## config.mk

```make
export PLATFORM = sky130hd
export DESIGN_NAME = core_system_bus_fabric
export DESIGN_NICKNAME = d
export VERILOG_FILES = /design/src/rtl/fabric_pkg.sv /design/src/rtl/read_return_reg.sv /design/src/rtl/core_system_bus_fabric.sv
export SDC_FILE = /design/constraint.sdc
export NUM_CORES = 1
export LEC_CHECK = 0
export BUFFER_PORTS_ARGS = -buffer_cell sky130_fd_sc_hd__buf_2
export CAP_MARGIN = 20
export CORE_AREA = 2 2 190 192
export DETAILED_ROUTE_END_ITERATION = 12
export DIE_AREA = 0 0 192 194
export SLEW_MARGIN = 20
export SYNTH_ARGS = -nofsm -noshare
export SYNTH_HDL_FRONTEND = slang
export SYNTH_SLANG_ARGS = --single-unit
```

## constraint.sdc

```tcl
create_clock -name ref_clk_i -period 2.39 [get_ports ref_clk_i]
set_clock_uncertainty 0.1 [all_clocks]
set_input_delay 0.239 -clock ref_clk_i [delete_from_list [all_inputs] [get_ports ref_clk_i]]
set_output_delay 0.239 -clock ref_clk_i [all_outputs]
set_load 0.05 [all_outputs]
```

## src/rtl/fabric_pkg.sv

```systemverilog
// How it works
// - Program reads return on 16-bit bus.
// - Program memory addressed by 21-bit bus.
// - Program writes use low write-bus half.
// - Primary reads return on 32-bit bus.
// - Primary writes take 32-bit write bus.
// - Primary address 24 bits, all sizes.
// - Dual read returns on 16-bit bus.
// - Secondary address 24 bits, words only.
// - Peripheral bus 16-bit, no wait cycles.
// - Peripheral data via core write/read buses.
// - Byte accesses force address MSB zero.
// - Primary RAM port 32, others 16.
// - Flash array accessed directly, control via peripherals.
// - Timer channel issues periodic conversion starts.
// - Alternate mode routes reload to timer.
// - Active-low asserted low, active-high high.
// - Data RAM serves two reads per cycle.
package fabric_pkg;

    // Bus widths.
    localparam int PROG_AW = 21;
    localparam int DATA_AW = 24;
    localparam int WIDE_DW = 32;
    localparam int NARROW_DW = 16;
    localparam int BE_W = 4;

    // Region decode on the upper primary address bits.
    localparam int REGION_LSB = 12;
    localparam logic [11:0] PERIPH_REGION = 12'h00F;
    localparam logic [11:0] FLASH_REGION = 12'h004;

    // Byte enables per access size.
    localparam logic [3:0] BE_LONG = 4'hF;
    localparam logic [3:0] BE_WORD = 4'h3;
    localparam logic [3:0] BE_BYTE_LO = 4'h1;
    localparam logic [3:0] BE_BYTE_HI = 4'h2;
    localparam logic [3:0] BE_NONE = 4'h0;

    // Reset values.
    localparam logic [DATA_AW-1:0] ADDR_RST = 24'h000000;
    localparam logic [PROG_AW-1:0] PADDR_RST = 21'h000000;
    localparam logic [WIDE_DW-1:0] WIDE_RST = 32'h00000000;
    localparam logic [NARROW_DW-1:0] NARROW_RST = 16'h0000;

    // Access size encoding on the core request port.
    typedef enum logic [1:0] {
        SZ_BYTE,
        SZ_WORD,
        SZ_LONG
    } size_t;

    // Target selected by the primary address decode.
    typedef enum logic [1:0] {
        TGT_RAM,
        TGT_FLASH,
        TGT_PERIPH
    } tgt_t;

endpackage

```

## src/rtl/read_return_reg.sv

```systemverilog
`timescale 1ns/10ps
`default_nettype none
module read_return_reg
    import fabric_pkg::*;
#(
    parameter int W = 16
) (
    // Clock and reset.
    input wire logic ref_clk_i,
    input wire logic rst_i,
    // Capture side.
    input wire logic cap_i,
    input wire logic [W-1:0] data_i,
    // Returned data.
    output logic [W-1:0] data_o,
    output logic valid_o
);

    typedef struct packed {
        logic [W-1:0] data;
        logic valid;
    } ret_t;

    ret_t st_r;
    ret_t st_nxt;

    // Data holds until the next capture; valid is a one-cycle pulse.
    always_comb begin
        st_nxt = st_r;
        st_nxt.valid = cap_i;
        if (cap_i) begin
            st_nxt.data = data_i;
        end
    end

    always_ff @(posedge ref_clk_i) begin
        if (rst_i) begin
            st_r <= '0;
        end else begin
            st_r <= st_nxt;
        end
    end

    assign data_o = st_r.data;
    assign valid_o = st_r.valid;

endmodule
`default_nettype wire

```

## src/rtl/core_system_bus_fabric.sv

```systemverilog
`timescale 1ns/10ps
`default_nettype none
module core_system_bus_fabric
    import fabric_pkg::*;
(
    // Clock and reset.
    input wire logic ref_clk_i,
    input wire logic rst_i,
    // Core program request.
    input wire logic [PROG_AW-1:0] prog_addr_i,
    input wire logic prog_rd_i,
    input wire logic prog_wr_i,
    // Core primary data request.
    input wire logic [DATA_AW-1:0] primary_data_addr_bus_i,
    input wire logic data_rd_i,
    input wire logic data_wr_i,
    input wire logic [1:0] data_size_i,
    input wire logic [WIDE_DW-1:0] core_wdata_i,
    // Core secondary read request.
    input wire logic [DATA_AW-1:0] second_addr_bus_i,
    input wire logic sec_rd_i,
    // Core answers.
    output logic [NARROW_DW-1:0] prog_rdata_o,
    output logic prog_rvalid_o,
    output logic [WIDE_DW-1:0] core_rdata_o,
    output logic core_rvalid_o,
    output logic [NARROW_DW-1:0] second_read_bus_o,
    output logic second_rvalid_o,
    // Program memory port.
    output logic [PROG_AW-1:0] pmem_addr_o,
    output logic pmem_rd_o,
    output logic pmem_wr_o,
    output logic [NARROW_DW-1:0] pmem_wdata_o,
    input wire logic [NARROW_DW-1:0] pmem_rdata_i,
    // Data RAM primary port.
    output logic [DATA_AW-1:0] ram_addr_o,
    output logic ram_rd_o,
    output logic ram_wr_o,
    output logic [BE_W-1:0] ram_be_o,
    output logic [WIDE_DW-1:0] ram_wdata_o,
    input wire logic [WIDE_DW-1:0] ram_rdata_i,
    // Data RAM secondary port.
    output logic [DATA_AW-1:0] ram2_addr_o,
    output logic ram2_rd_o,
    input wire logic [NARROW_DW-1:0] ram2_rdata_i,
    // Flash module array port.
    output logic [DATA_AW-1:0] flash_module_addr_o,
    output logic flash_module_rd_n_o,
    output logic flash_module_wr_n_o,
    output logic [NARROW_DW-1:0] flash_module_wdata_o,
    input wire logic [NARROW_DW-1:0] flash_module_rdata_i,
    // Peripheral bus.
    output logic [DATA_AW-1:0] peripheral_bus_addr_o,
    output logic peripheral_bus_rd_o,
    output logic peripheral_bus_wr_o,
    output logic [NARROW_DW-1:0] peripheral_bus_wdata_o,
    input wire logic [NARROW_DW-1:0] peripheral_bus_rdata_i,
    // Conversion trigger routing.
    input wire logic alt_trigger_mode_i,
    input wire logic pwm_reload_i,
    input wire logic timer_chan_out_i,
    output logic timer_chan_in_o,
    output logic adc_start_o
);

    typedef struct packed {
        logic [PROG_AW-1:0] pmem_addr;
        logic pmem_rd;
        logic pmem_wr;
        logic [NARROW_DW-1:0] pmem_wdata;
        logic prog_data_due;
        logic [DATA_AW-1:0] ram_addr;
        logic ram_rd;
        logic ram_wr;
        logic [BE_W-1:0] ram_be;
        logic [WIDE_DW-1:0] ram_wdata;
        logic [DATA_AW-1:0] ram2_addr;
        logic ram2_rd;
        logic sec_data_due;
        logic [DATA_AW-1:0] fl_addr;
        logic fl_rd_n;
        logic fl_wr_n;
        logic [NARROW_DW-1:0] fl_wdata;
        logic [DATA_AW-1:0] pb_addr;
        logic pb_rd;
        logic pb_wr;
        logic [NARROW_DW-1:0] pb_wdata;
        logic rd_strobe;
        logic rd_due;
        tgt_t rd_tgt;
        size_t rd_size;
        logic [1:0] rd_lane;
        tgt_t due_tgt;
        size_t due_size;
        logic [1:0] due_lane;
        logic [WIDE_DW-1:0] core_rdata;
        logic core_rvalid;
        logic timer_in;
        logic adc_start;
    } fab_t;

    fab_t st_r;
    fab_t st_nxt;

    // Decode helpers for the current primary request.
    size_t req_size;
    tgt_t req_tgt;
    logic [DATA_AW-1:0] eff_addr;
    logic [DATA_AW-1:0] word_addr;
    logic [BE_W-1:0] req_be;
    logic [1:0] req_lane;

    // Secondary data return and program data return.
    logic [NARROW_DW-1:0] sec_ret_data;
    logic sec_ret_valid;
    logic [NARROW_DW-1:0] prog_ret_data;
    logic prog_ret_valid;

    // Byte accesses address bytes, word and long accesses address words.
    always_comb begin
        req_size = size_t'(data_size_i);
        eff_addr = primary_data_addr_bus_i;
        if (req_size == SZ_BYTE) begin
            eff_addr[DATA_AW-1] = 1'b0;
        end
        case (req_size)
            SZ_BYTE: begin
                word_addr = {1'b0, eff_addr[DATA_AW-1:1]};
                req_be = eff_addr[0] ? BE_BYTE_HI : BE_BYTE_LO;
                req_lane = {1'b0, eff_addr[0]};
            end
            SZ_LONG: begin
                word_addr = eff_addr;
                req_be = BE_LONG;
                req_lane = 2'h0;
            end
            default: begin
                word_addr = eff_addr;
                req_be = BE_WORD;
                req_lane = 2'h0;
            end
        endcase
        if (word_addr[DATA_AW-1:REGION_LSB] == PERIPH_REGION) begin
            req_tgt = TGT_PERIPH;
        end else if (word_addr[DATA_AW-1:REGION_LSB] == FLASH_REGION) begin
            req_tgt = TGT_FLASH;
        end else begin
            req_tgt = TGT_RAM;
        end
    end

    // Next state: target strobes last one cycle, read data is taken the cycle
    // after the strobe so every target, peripherals included, has the same
    // fixed latency and the core never waits.
    always_comb begin
        st_nxt = st_r;

        st_nxt.pmem_addr = (prog_rd_i || prog_wr_i) ? prog_addr_i : st_r.pmem_addr;
        st_nxt.pmem_rd = prog_rd_i && !prog_wr_i;
        st_nxt.pmem_wr = prog_wr_i;
        if (prog_wr_i) begin
            st_nxt.pmem_wdata = core_wdata_i[NARROW_DW-1:0];
        end
        st_nxt.prog_data_due = st_r.pmem_rd;

        // Primary strobes default to idle; a write wins over a read.
        st_nxt.ram_rd = 1'b0;
        st_nxt.ram_wr = 1'b0;
        st_nxt.fl_rd_n = 1'b1;
        st_nxt.fl_wr_n = 1'b1;
        st_nxt.pb_rd = 1'b0;
        st_nxt.pb_wr = 1'b0;
        st_nxt.rd_strobe = 1'b0;

        if (data_wr_i || data_rd_i) begin
            st_nxt.rd_strobe = !data_wr_i;
            st_nxt.rd_tgt = req_tgt;
            st_nxt.rd_size = req_size;
            st_nxt.rd_lane = req_lane;
            case (req_tgt)
                TGT_PERIPH: begin
                    st_nxt.pb_addr = word_addr;
                    st_nxt.pb_rd = !data_wr_i;
                    st_nxt.pb_wr = data_wr_i;
                    if (data_wr_i) begin
                        st_nxt.pb_wdata = (req_size == SZ_BYTE) ?
                            {2{core_wdata_i[7:0]}} : core_wdata_i[NARROW_DW-1:0];
                    end
                end
                TGT_FLASH: begin
                    st_nxt.fl_addr = word_addr;
                    st_nxt.fl_rd_n = data_wr_i;
                    st_nxt.fl_wr_n = !data_wr_i;
                    if (data_wr_i) begin
                        st_nxt.fl_wdata = (req_size == SZ_BYTE) ?
                            {2{core_wdata_i[7:0]}} : core_wdata_i[NARROW_DW-1:0];
                    end
                end
                default: begin
                    st_nxt.ram_addr = word_addr;
                    st_nxt.ram_rd = !data_wr_i;
                    st_nxt.ram_wr = data_wr_i;
                    st_nxt.ram_be = req_be;
                    if (data_wr_i) begin
                        case (req_size)
                            SZ_BYTE: st_nxt.ram_wdata = {4{core_wdata_i[7:0]}};
                            SZ_LONG: st_nxt.ram_wdata = core_wdata_i;
                            default: st_nxt.ram_wdata = {2{core_wdata_i[15:0]}};
                        endcase
                    end
                end
            endcase
        end
        st_nxt.rd_due = st_r.rd_strobe;
        // Read attributes travel with the read, so a request taken one cycle
        // later, read or write, cannot change how this answer is formatted.
        st_nxt.due_tgt = st_r.rd_tgt;
        st_nxt.due_size = st_r.rd_size;
        st_nxt.due_lane = st_r.rd_lane;

        st_nxt.core_rvalid = st_r.rd_due;
        if (st_r.rd_due) begin
            case (st_r.due_tgt)
                TGT_PERIPH: begin
                    st_nxt.core_rdata = {16'h0000, peripheral_bus_rdata_i};
                    if (st_r.due_size == SZ_BYTE) begin
                        st_nxt.core_rdata = {24'h000000, st_r.due_lane[0] ?
                            peripheral_bus_rdata_i[15:8] : peripheral_bus_rdata_i[7:0]};
                    end
                end
                TGT_FLASH: begin
                    st_nxt.core_rdata = {16'h0000, flash_module_rdata_i};
                    if (st_r.due_size == SZ_BYTE) begin
                        st_nxt.core_rdata = {24'h000000, st_r.due_lane[0] ?
                            flash_module_rdata_i[15:8] : flash_module_rdata_i[7:0]};
                    end
                end
                default: begin
                    case (st_r.due_size)
                        SZ_BYTE: st_nxt.core_rdata = {24'h000000, st_r.due_lane[0] ?
                            ram_rdata_i[15:8] : ram_rdata_i[7:0]};
                        SZ_LONG: st_nxt.core_rdata = ram_rdata_i;
                        default: st_nxt.core_rdata = {16'h0000, ram_rdata_i[15:0]};
                    endcase
                end
            endcase
        end

        st_nxt.ram2_rd = sec_rd_i;
        if (sec_rd_i) begin
            st_nxt.ram2_addr = second_addr_bus_i;
        end
        st_nxt.sec_data_due = st_r.ram2_rd;

        st_nxt.timer_in = alt_trigger_mode_i && pwm_reload_i;
        st_nxt.adc_start = timer_chan_out_i;
    end

    // One register stage holds the fabric state, apart from the secondary and program return registers.
    always_ff @(posedge ref_clk_i) begin
        if (rst_i) begin
            st_r <= '0;
            st_r.fl_rd_n <= 1'b1;
            st_r.fl_wr_n <= 1'b1;
            st_r.rd_tgt <= TGT_RAM;
            st_r.rd_size <= SZ_WORD;
            st_r.due_tgt <= TGT_RAM;
            st_r.due_size <= SZ_WORD;
        end else begin
            st_r <= st_nxt;
        end
    end

    read_return_reg #(
        .W(NARROW_DW)
    ) u_sec_ret (
        .ref_clk_i(ref_clk_i),
        .rst_i(rst_i),
        .cap_i(st_r.sec_data_due),
        .data_i(ram2_rdata_i),
        .data_o(sec_ret_data),
        .valid_o(sec_ret_valid)
    );

    read_return_reg #(
        .W(NARROW_DW)
    ) u_prog_ret (
        .ref_clk_i(ref_clk_i),
        .rst_i(rst_i),
        .cap_i(st_r.prog_data_due),
        .data_i(pmem_rdata_i),
        .data_o(prog_ret_data),
        .valid_o(prog_ret_valid)
    );

    // Every output is a flop of the state or of a return register.
    assign prog_rdata_o = prog_ret_data;
    assign prog_rvalid_o = prog_ret_valid;
    assign core_rdata_o = st_r.core_rdata;
    assign core_rvalid_o = st_r.core_rvalid;
    assign second_read_bus_o = sec_ret_data;
    assign second_rvalid_o = sec_ret_valid;
    assign pmem_addr_o = st_r.pmem_addr;
    assign pmem_rd_o = st_r.pmem_rd;
    assign pmem_wr_o = st_r.pmem_wr;
    assign pmem_wdata_o = st_r.pmem_wdata;
    assign ram_addr_o = st_r.ram_addr;
    assign ram_rd_o = st_r.ram_rd;
    assign ram_wr_o = st_r.ram_wr;
    assign ram_be_o = st_r.ram_be;
    assign ram_wdata_o = st_r.ram_wdata;
    assign ram2_addr_o = st_r.ram2_addr;
    assign ram2_rd_o = st_r.ram2_rd;
    assign flash_module_addr_o = st_r.fl_addr;
    assign flash_module_rd_n_o = st_r.fl_rd_n;
    assign flash_module_wr_n_o = st_r.fl_wr_n;
    assign flash_module_wdata_o = st_r.fl_wdata;
    assign peripheral_bus_addr_o = st_r.pb_addr;
    assign peripheral_bus_rd_o = st_r.pb_rd;
    assign peripheral_bus_wr_o = st_r.pb_wr;
    assign peripheral_bus_wdata_o = st_r.pb_wdata;
    assign timer_chan_in_o = st_r.timer_in;
    assign adc_start_o = st_r.adc_start;

endmodule
`default_nettype wire

```

==> flow_metrics.py, run 1 <==
metrics = {
    "timing": {
        "relSlewSlack_pct": 48.4,
        "setup_viol": 0,
        "final_max_slew_viol_count": 0,
        "period_share_pct": 92.8,
        "period_needed_ns": 2.22,
        "grt_setup_unrepaired": "no",
        "worstMarginPinSlew_ns": 0.770,
        "finalHoldViolCount": 0,
        "setup_tns_ns": 0,
        "fmax_ghz": 0.451,
    },
    "floorplanning": {
        "core_um2": 35200,
        "die_h_um": 194,
        "fp.dieW_um": 192,
        "row_count": 69,
        "io_pins": 488,
        "die_area_um2": 37200,
        "initial_core_util_pct": 36.2,
    },
    "clock_tree": {
        "cts_tree": "done",
        "root_buffer": "clkbuf_16",
        "htree_num_levels": 1,
        "clock_sink_count": 292,
        "clkLatencyLatePin_ns": 0.56,
        "cts.clk_slew.worst_paths_ns": 0.06,
        "cts_setup_buffers": 0,
        "clockBufferDepth": 3,
        "numCtsBuffers": 30,
    },
    "synthesis": {
        "syn_inst": 1396,
        "synth_compound_area_share_pct": 13.0,
        "synth_top_family_by_area": "buffers and inverters",
        "ys_warn_count": 0,
        "yosysUniqueCellTypes": 44,
        "yosysSeqAreaShare_pct": 45.9,
        "synthSimpleGateAreaFrac_pct": 13.5,
        "synth-edff-count": 0,
        "synthXorXnorAreaFrac_pct": 0,
        "muxShareOfSynthArea_pct": 10.2,
        "ys.flop_type": "dfxtp_1",
        "synthAdderAreaFrac_pct": 0.196,
        "avgSynthCellArea_um2": 9.13,
        "synth_nets": 1607,
        "ys_seq_elements": 292,
        "syn_area_um2": 12700,
        "synthArstFlopShare_pct": 0,
    },
    "worst_setup_path": {
        "worstPathArrival_ns": 2.58,
        "worst_path_max_delay_cell": "dlygate4sd3_1",
        "critical_path_class": "input port to register",
        "crit_chain": "dlygate4sd3_1 -> buf_2 -> or3b_1 -> nor3_1 -> o31a_1 -> nor2_2 -> buf_4 -> a211oi_1",
        "path_buf_inv": 3,
        "cp_max_fo": 14,
        "critical_path.top_delay_family": "buffers and inverters",
        "slowest_delay_ns": 0.54,
        "cp_data_required_time_ns": 2.75,
        "cp-end-kind": "register",
        "cp-start-kind": "input port",
    },
    "route": {
        "wirelength_mm": 40.3,
        "route.met2.wl_mm": 19.7,
        "ant_nets": 0,
        "drc": 0,
        "first_pass_iters": 5,
        "vias": 10729,
        "wl_met3_mm": 2.98,
        "vias_per_cell": 4.75,
        "drtIter0Drc": 494,
        "top_layer": "met5",
        "wl_met1_mm": 16.4,
        "wire_per_inst_um": 17.9,
    },
    "place": {
        "portBuffers": 487,
        "dpl.hpwl_mm": 28.0,
        "gp_congestion": 0.809,
        "place_area_um2": 14000,
    },
    "grt": {
        "antenna_found_initial": 7,
        "overflow": 0,
        "grt_pass1_vias": 10647,
        "grt_max_degree": 73,
        "grt_pass1_wl_mm": 60.2,
        "grt.total_usage_pct": 20.7,
    },
    "power": {
        "p_leak_nw": 7.69,
        "power.density_nw_per_um2": 707,
        "vdd_drop_max_uv": 572,
    },
    "finish": {
        "final_area_um2": 16500,
        "final_cell_mix": "buf_2, dfxtp_1, nor2_1",
        "layout.nets": 1983,
        "area_growth_pct": 29.5,
        "drive_above_1_share_pct": 33.3,
        "final_common_cell": "buf_2",
        "fin_util_pct": 46.9,
    },
    "outcome": {
        "status": "finished, final reports clean",
    },
    "worst_hold_path": {
        "hold_path.class": "input port to register",
    },
    "run": {
        "drv_cap": 0,
    },
}
cells in the mapped netlist, types with 2 or more instances:
cell type | count | share of area [%]
nor2b_1 | 46 | 2.3
nor4_1 | 3 | 0.15
a22oi_1 | 8 | 0.47
and2_1 | 19 | 0.93
clkbuf_1 | 68 | 2.0
buf_2 | 13 | 0.51
a311oi_1 | 5 | 0.34
nand2_1 | 73 | 2.1
nor3_1 | 12 | 0.47
buf_6 | 4 | 0.35
or2_2 | 4 | 0.20
nor2_1 | 187 | 5.5
a221oi_1 | 8 | 0.55
nor4_4 | 2 | 0.33
a211oi_1 | 74 | 4.4
ha_1 | 2 | 0.20
buf_1 | 8 | 0.24
o21ai_0 | 33 | 1.3
nand3_1 | 19 | 0.75
a21oi_1 | 115 | 4.5
and3_1 | 2 | 0.098
a211oi_2 | 8 | 0.79
dfxtp_1 | 292 | 46
or3b_1 | 2 | 0.14
mux2i_1 | 130 | 10
nor3b_1 | 2 | 0.12
buf_4 | 236 | 14
nand2b_1 | 2 | 0.098
inv_1 | 3 | 0.088
a32o_1 | 2 | 0.16
power breakdown:
part	internal, W	leakage [nW]	total, W	switching, W
logic	0.000606	4.81	0.00177	0.00116
registers	0.00504	2.39	0.00512	0.0000863
clock network	0.00281	0.494	0.00478	0.00197
worst paths after layout:
check,start,to,slack [ns],cells past startpoint
max,primary_data_addr_bus_i[15],ram_addr_o[16]$_SDFFE_PP0P_,0.17,8
min,primary_data_addr_bus_i[10],peripheral_bus_addr_o[9]$_SDFFE_PP0P_,0.03,3
max reg2reg,st_r[39]$_SDFF_PP0_,core_rdata_o[29]$_SDFFE_PP0P_,0.37,6
min reg2reg,st_nxt[47]$_SDFF_PP0_,st_nxt[2]$_SDFF_PP0_,0.35,1
worst min-delay path: cells and delay by family:
family                 cells  cell delay [ns]
multiplexers               1             0.10
AO/OA/AOI/OAI              1             0.19
buffers and inverters      1             0.10
cell families after synthesis:
family                     Yosys count
DFF                                292
muxes                              130
adders and majority gates            2
AOI/OAI and AO/OA                  261
and+or+nand+nor                    377
buffers and inverters              334
per-layer routing:
| layer | GRT usage (%) | vias to the layer above |
|---|---|---|
| li1 | - | 5248 |
| met1 | 23.9 | 5006 |
| met2 | 36.6 | 389 |
| met3 | 5.29 | 78 |
| met4 | 7.61 | 8 |
| met5 | 0 | - |
repair_timing:
action	CTS	global route
endpoints found under the setup margin	0	14
endpoints found under the hold margin	161	0
hold buffers	146	0
resized for setup	0	1
state kept, by name (all words and copies together) (netlist names), 3 cells and up:
signal / count
flash_module_addr_o: 24
u_sec_ret.data_o: 16
ram2_addr_o: 24
ram_addr_o: 24
peripheral_bus_wdata_o: 16
flash_module_wdata_o: 16
ram_be_o: 3
peripheral_bus_addr_o: 24
pmem_wdata_o: 16
st_nxt: 7
core_rdata_o: 32
u_prog_ret.data_o: 16
pmem_addr_o: 21
ram_wdata_o: 32
st_r: 7
area by class of cell:
type | instances | area (um^2)
multi-input combinational | 770 | 4730
tap | 461 | 577
sequential | 292 | 5850
inverter | 4 | 15.0
fill | 3305 | 18700
timing repair buffer | 674 | 4310
antenna | 4 | 10.0
clock buffer | 47 | 946
clock inverter | 7 | 71.3
stage by stage:
step / cells / setup slack (ns) / hold WS, ns / power (W)
6_report: 2259 / 0.173 / 0.0298 / 0.0117
2_1_floorplan: 1396 / 0.408 / 0.249 / 0.00644
4_1_cts: 2255 / 0.00444 / 0.00230 / 0.0118
3_3_place_gp: 2054 / -0.0551 / 0.335 / 0.00679
5_1_grt: 2258 / 0.0681 / 0.0303 / 0.0121
3_5_place_dp: 2055 / -0.0605 / 0.329 / 0.00680
(Power assumes the default switching activity.)
==> inputs of run 2 (changes only) <==
--- a/config.mk
+++ b/config.mk
@@ -5,11 +5,12 @@
 export SDC_FILE = /design/constraint.sdc
 export NUM_CORES = 1
 export LEC_CHECK = 0
-export BUFFER_PORTS_ARGS = -buffer_cell sky130_fd_sc_hd__buf_2
+export BUFFER_PORTS_ARGS = -buffer_cell sky130_fd_sc_hd__buf_4
 export CAP_MARGIN = 20
 export CORE_AREA = 2 2 190 192
 export DETAILED_ROUTE_END_ITERATION = 12
 export DIE_AREA = 0 0 192 194
+export RECOVER_POWER = 25
 export SLEW_MARGIN = 20
 export SYNTH_ARGS = -nofsm -noshare
 export SYNTH_HDL_FRONTEND = slang
==> flow_metrics.py, run 2 (synthesis gave the netlist of run 1 again) <==
metrics = {
    "outcome": {
        "status": "finished, final reports clean",
    },
    "timing": {
        "relSlewSlack_pct": 27.1,
        "finalHoldViolCount": 0,
        "timing.hold.ws_ns": 0.0275,
        "period_share_pct": 94.4,
        "period_needed_ns": 2.26,
        "final_max_slew_viol_count": 0,
        "fmax_ghz": 0.443,
        "worstMarginPinSlew_ns": 1.09,
        "grt_setup_unrepaired": "no",
        "setup_viol": 0,
        "setup_tns_ns": 0,
    },
    "finish": {
        "final_cell_mix": "buf_4, dfxtp_1, nor2_1",
        "drive_above_1_share_pct": 29.2,
        "final_common_cell": "buf_4",
        "fin_util_pct": 49.5,
        "area_growth_pct": 36.8,
        "instances_no_fill": 2244,
        "layout.nets": 1968,
        "final_area_um2": 17400,
        "num_antenna_cells": 0,
    },
    "floorplanning": {
        "die_area_um2": 37200,
        "row_count": 69,
        "io_pins": 488,
        "fp.dieW_um": 192,
        "core_um2": 35200,
        "die_h_um": 194,
        "initial_core_util_pct": 36.2,
    },
    "place": {
        "portBuffers": 487,
        "dp.cells": 2048,
        "dpl.hpwl_mm": 28.6,
        "place_area_um2": 15200,
        "gp_congestion": 0.799,
    },
    "worst_hold_path": {
        "hold_path.class": "input port to register",
    },
    "route": {
        "ant_nets": 0,
        "first_pass_iters": 5,
        "vias": 10693,
        "drtIter0Drc": 583,
        "wire_per_inst_um": 18.4,
        "vias_per_cell": 4.77,
        "drc": 0,
        "wirelength_mm": 41.3,
    },
    "clock_tree": {
        "cts.clk_slew.worst_paths_ns": 0.06,
        "cts_tree": "done",
        "root_buffer": "clkbuf_16",
        "clock_sink_count": 292,
        "clkLatencyLatePin_ns": 0.52,
        "clockBufferDepth": 3,
        "numCtsBuffers": 35,
        "htree_num_levels": 2,
        "cts_setup_buffers": 0,
    },
    "worst_setup_path": {
        "slowest_delay_ns": 0.56,
        "cp-end-kind": "register",
        "crit_chain": "dlygate4sd3_1 -> buf_4 -> or3b_1 -> nor3_1 -> o31a_1 -> buf_12 -> nor2_1 -> buf_4 -> a211oi_1",
        "worstPathArrival_ns": 2.57,
        "cp-start-kind": "input port",
        "critical_path_class": "input port to register",
        "worst_path_max_delay_cell": "dlygate4sd3_1",
        "cp_data_required_time_ns": 2.70,
        "cp_max_fo": 19,
        "cp_common_cell": "buf_4",
    },
    "grt": {
        "grt_pass1_wl_mm": 61.4,
        "antenna_found_initial": 0,
        "overflow": 0,
        "grt_pass1_vias": 10634,
        "grt_max_degree": 90,
        "grt.total_usage_pct": 21.1,
    },
    "power": {
        "power.density_nw_per_um2": 724,
        "vdd_drop_max_uv": 605,
        "p_leak_nw": 7.57,
    },
    "run": {
        "drv_cap": 0,
    },
}
run 2: changes by cell type in the layout (fill, tap and decap cells not counted), sizes merged:
cell / delta
clkinvlp: -2
dlygate4sd3: -13
bufinv: +3
clkbuf: +81
buf: -87
diode: -4
clkinv: +7
run 2: through the flow:
step / setup slack [ns] / total power (W)
finish: 0.135 / 0.0126
global route: 0.000404 / 0.0131
CTS: 0.0300 / 0.0128
detailed placement: 0.0457 / 0.00700
global placement: 0.175 / 0.00699
floorplan: 0.408 / 0.00644
run 2: final cells by class:
cell class | instances | area, um^2
fillers | 3306 | 17800
flip-flops and latches | 292 | 5850
repair buffers | 654 | 5050
multi-input cells | 770 | 4740
clock buffers | 48 | 1010
well taps | 461 | 577
clock inverters | 15 | 200
inverters | 4 | 15.0
run 2: where the power goes:
group          internal [W]  switching, W
clock network       0.00340       0.00217
logic              0.000744       0.00117
registers           0.00504     0.0000920
run 2: repair_timing:
item,CTS,global route
setup endpoints to repair,0,22
hold buffers,133,0
gates resized for setup,0,2
endpoints found under the hold margin,161,0
run 2: final timing paths:
path                                             startpoint                       endpoint  slack (ns)  cells after the start
worst max register to register          st_r[40]$_SDFF_PP0_   core_rdata_o[3]$_SDFFE_PP0P_        0.47                      6
worst max-delay path            primary_data_addr_bus_i[15]   ram_wdata_o[14]$_SDFFE_PP0P_        0.13                      9
worst min register to register      st_nxt[37]$_SDFFE_PP1N_            st_r[37]$_SDFF_PP1_        0.35                      1
worst min-delay path                        ram_rdata_i[15]  core_rdata_o[15]$_SDFFE_PP0P_        0.03                      5
run 2: layer usage:
layer	vias to the layer above	GRT usage, %	part of all wire [%]
met5	-	0	0
met4	0	6.73	2.9
met3	73	5.74	7.9
met2	396	37.3	50
met1	5004	24.6	40
li1	5220	-	-
run 2: critical path, delay by kind of cell:
family,cells,cell delay (ns)
AOI/OAI and AO/OA,2,0.53
buffers and inverters,4,1.09
and+or+nand+nor,3,0.70
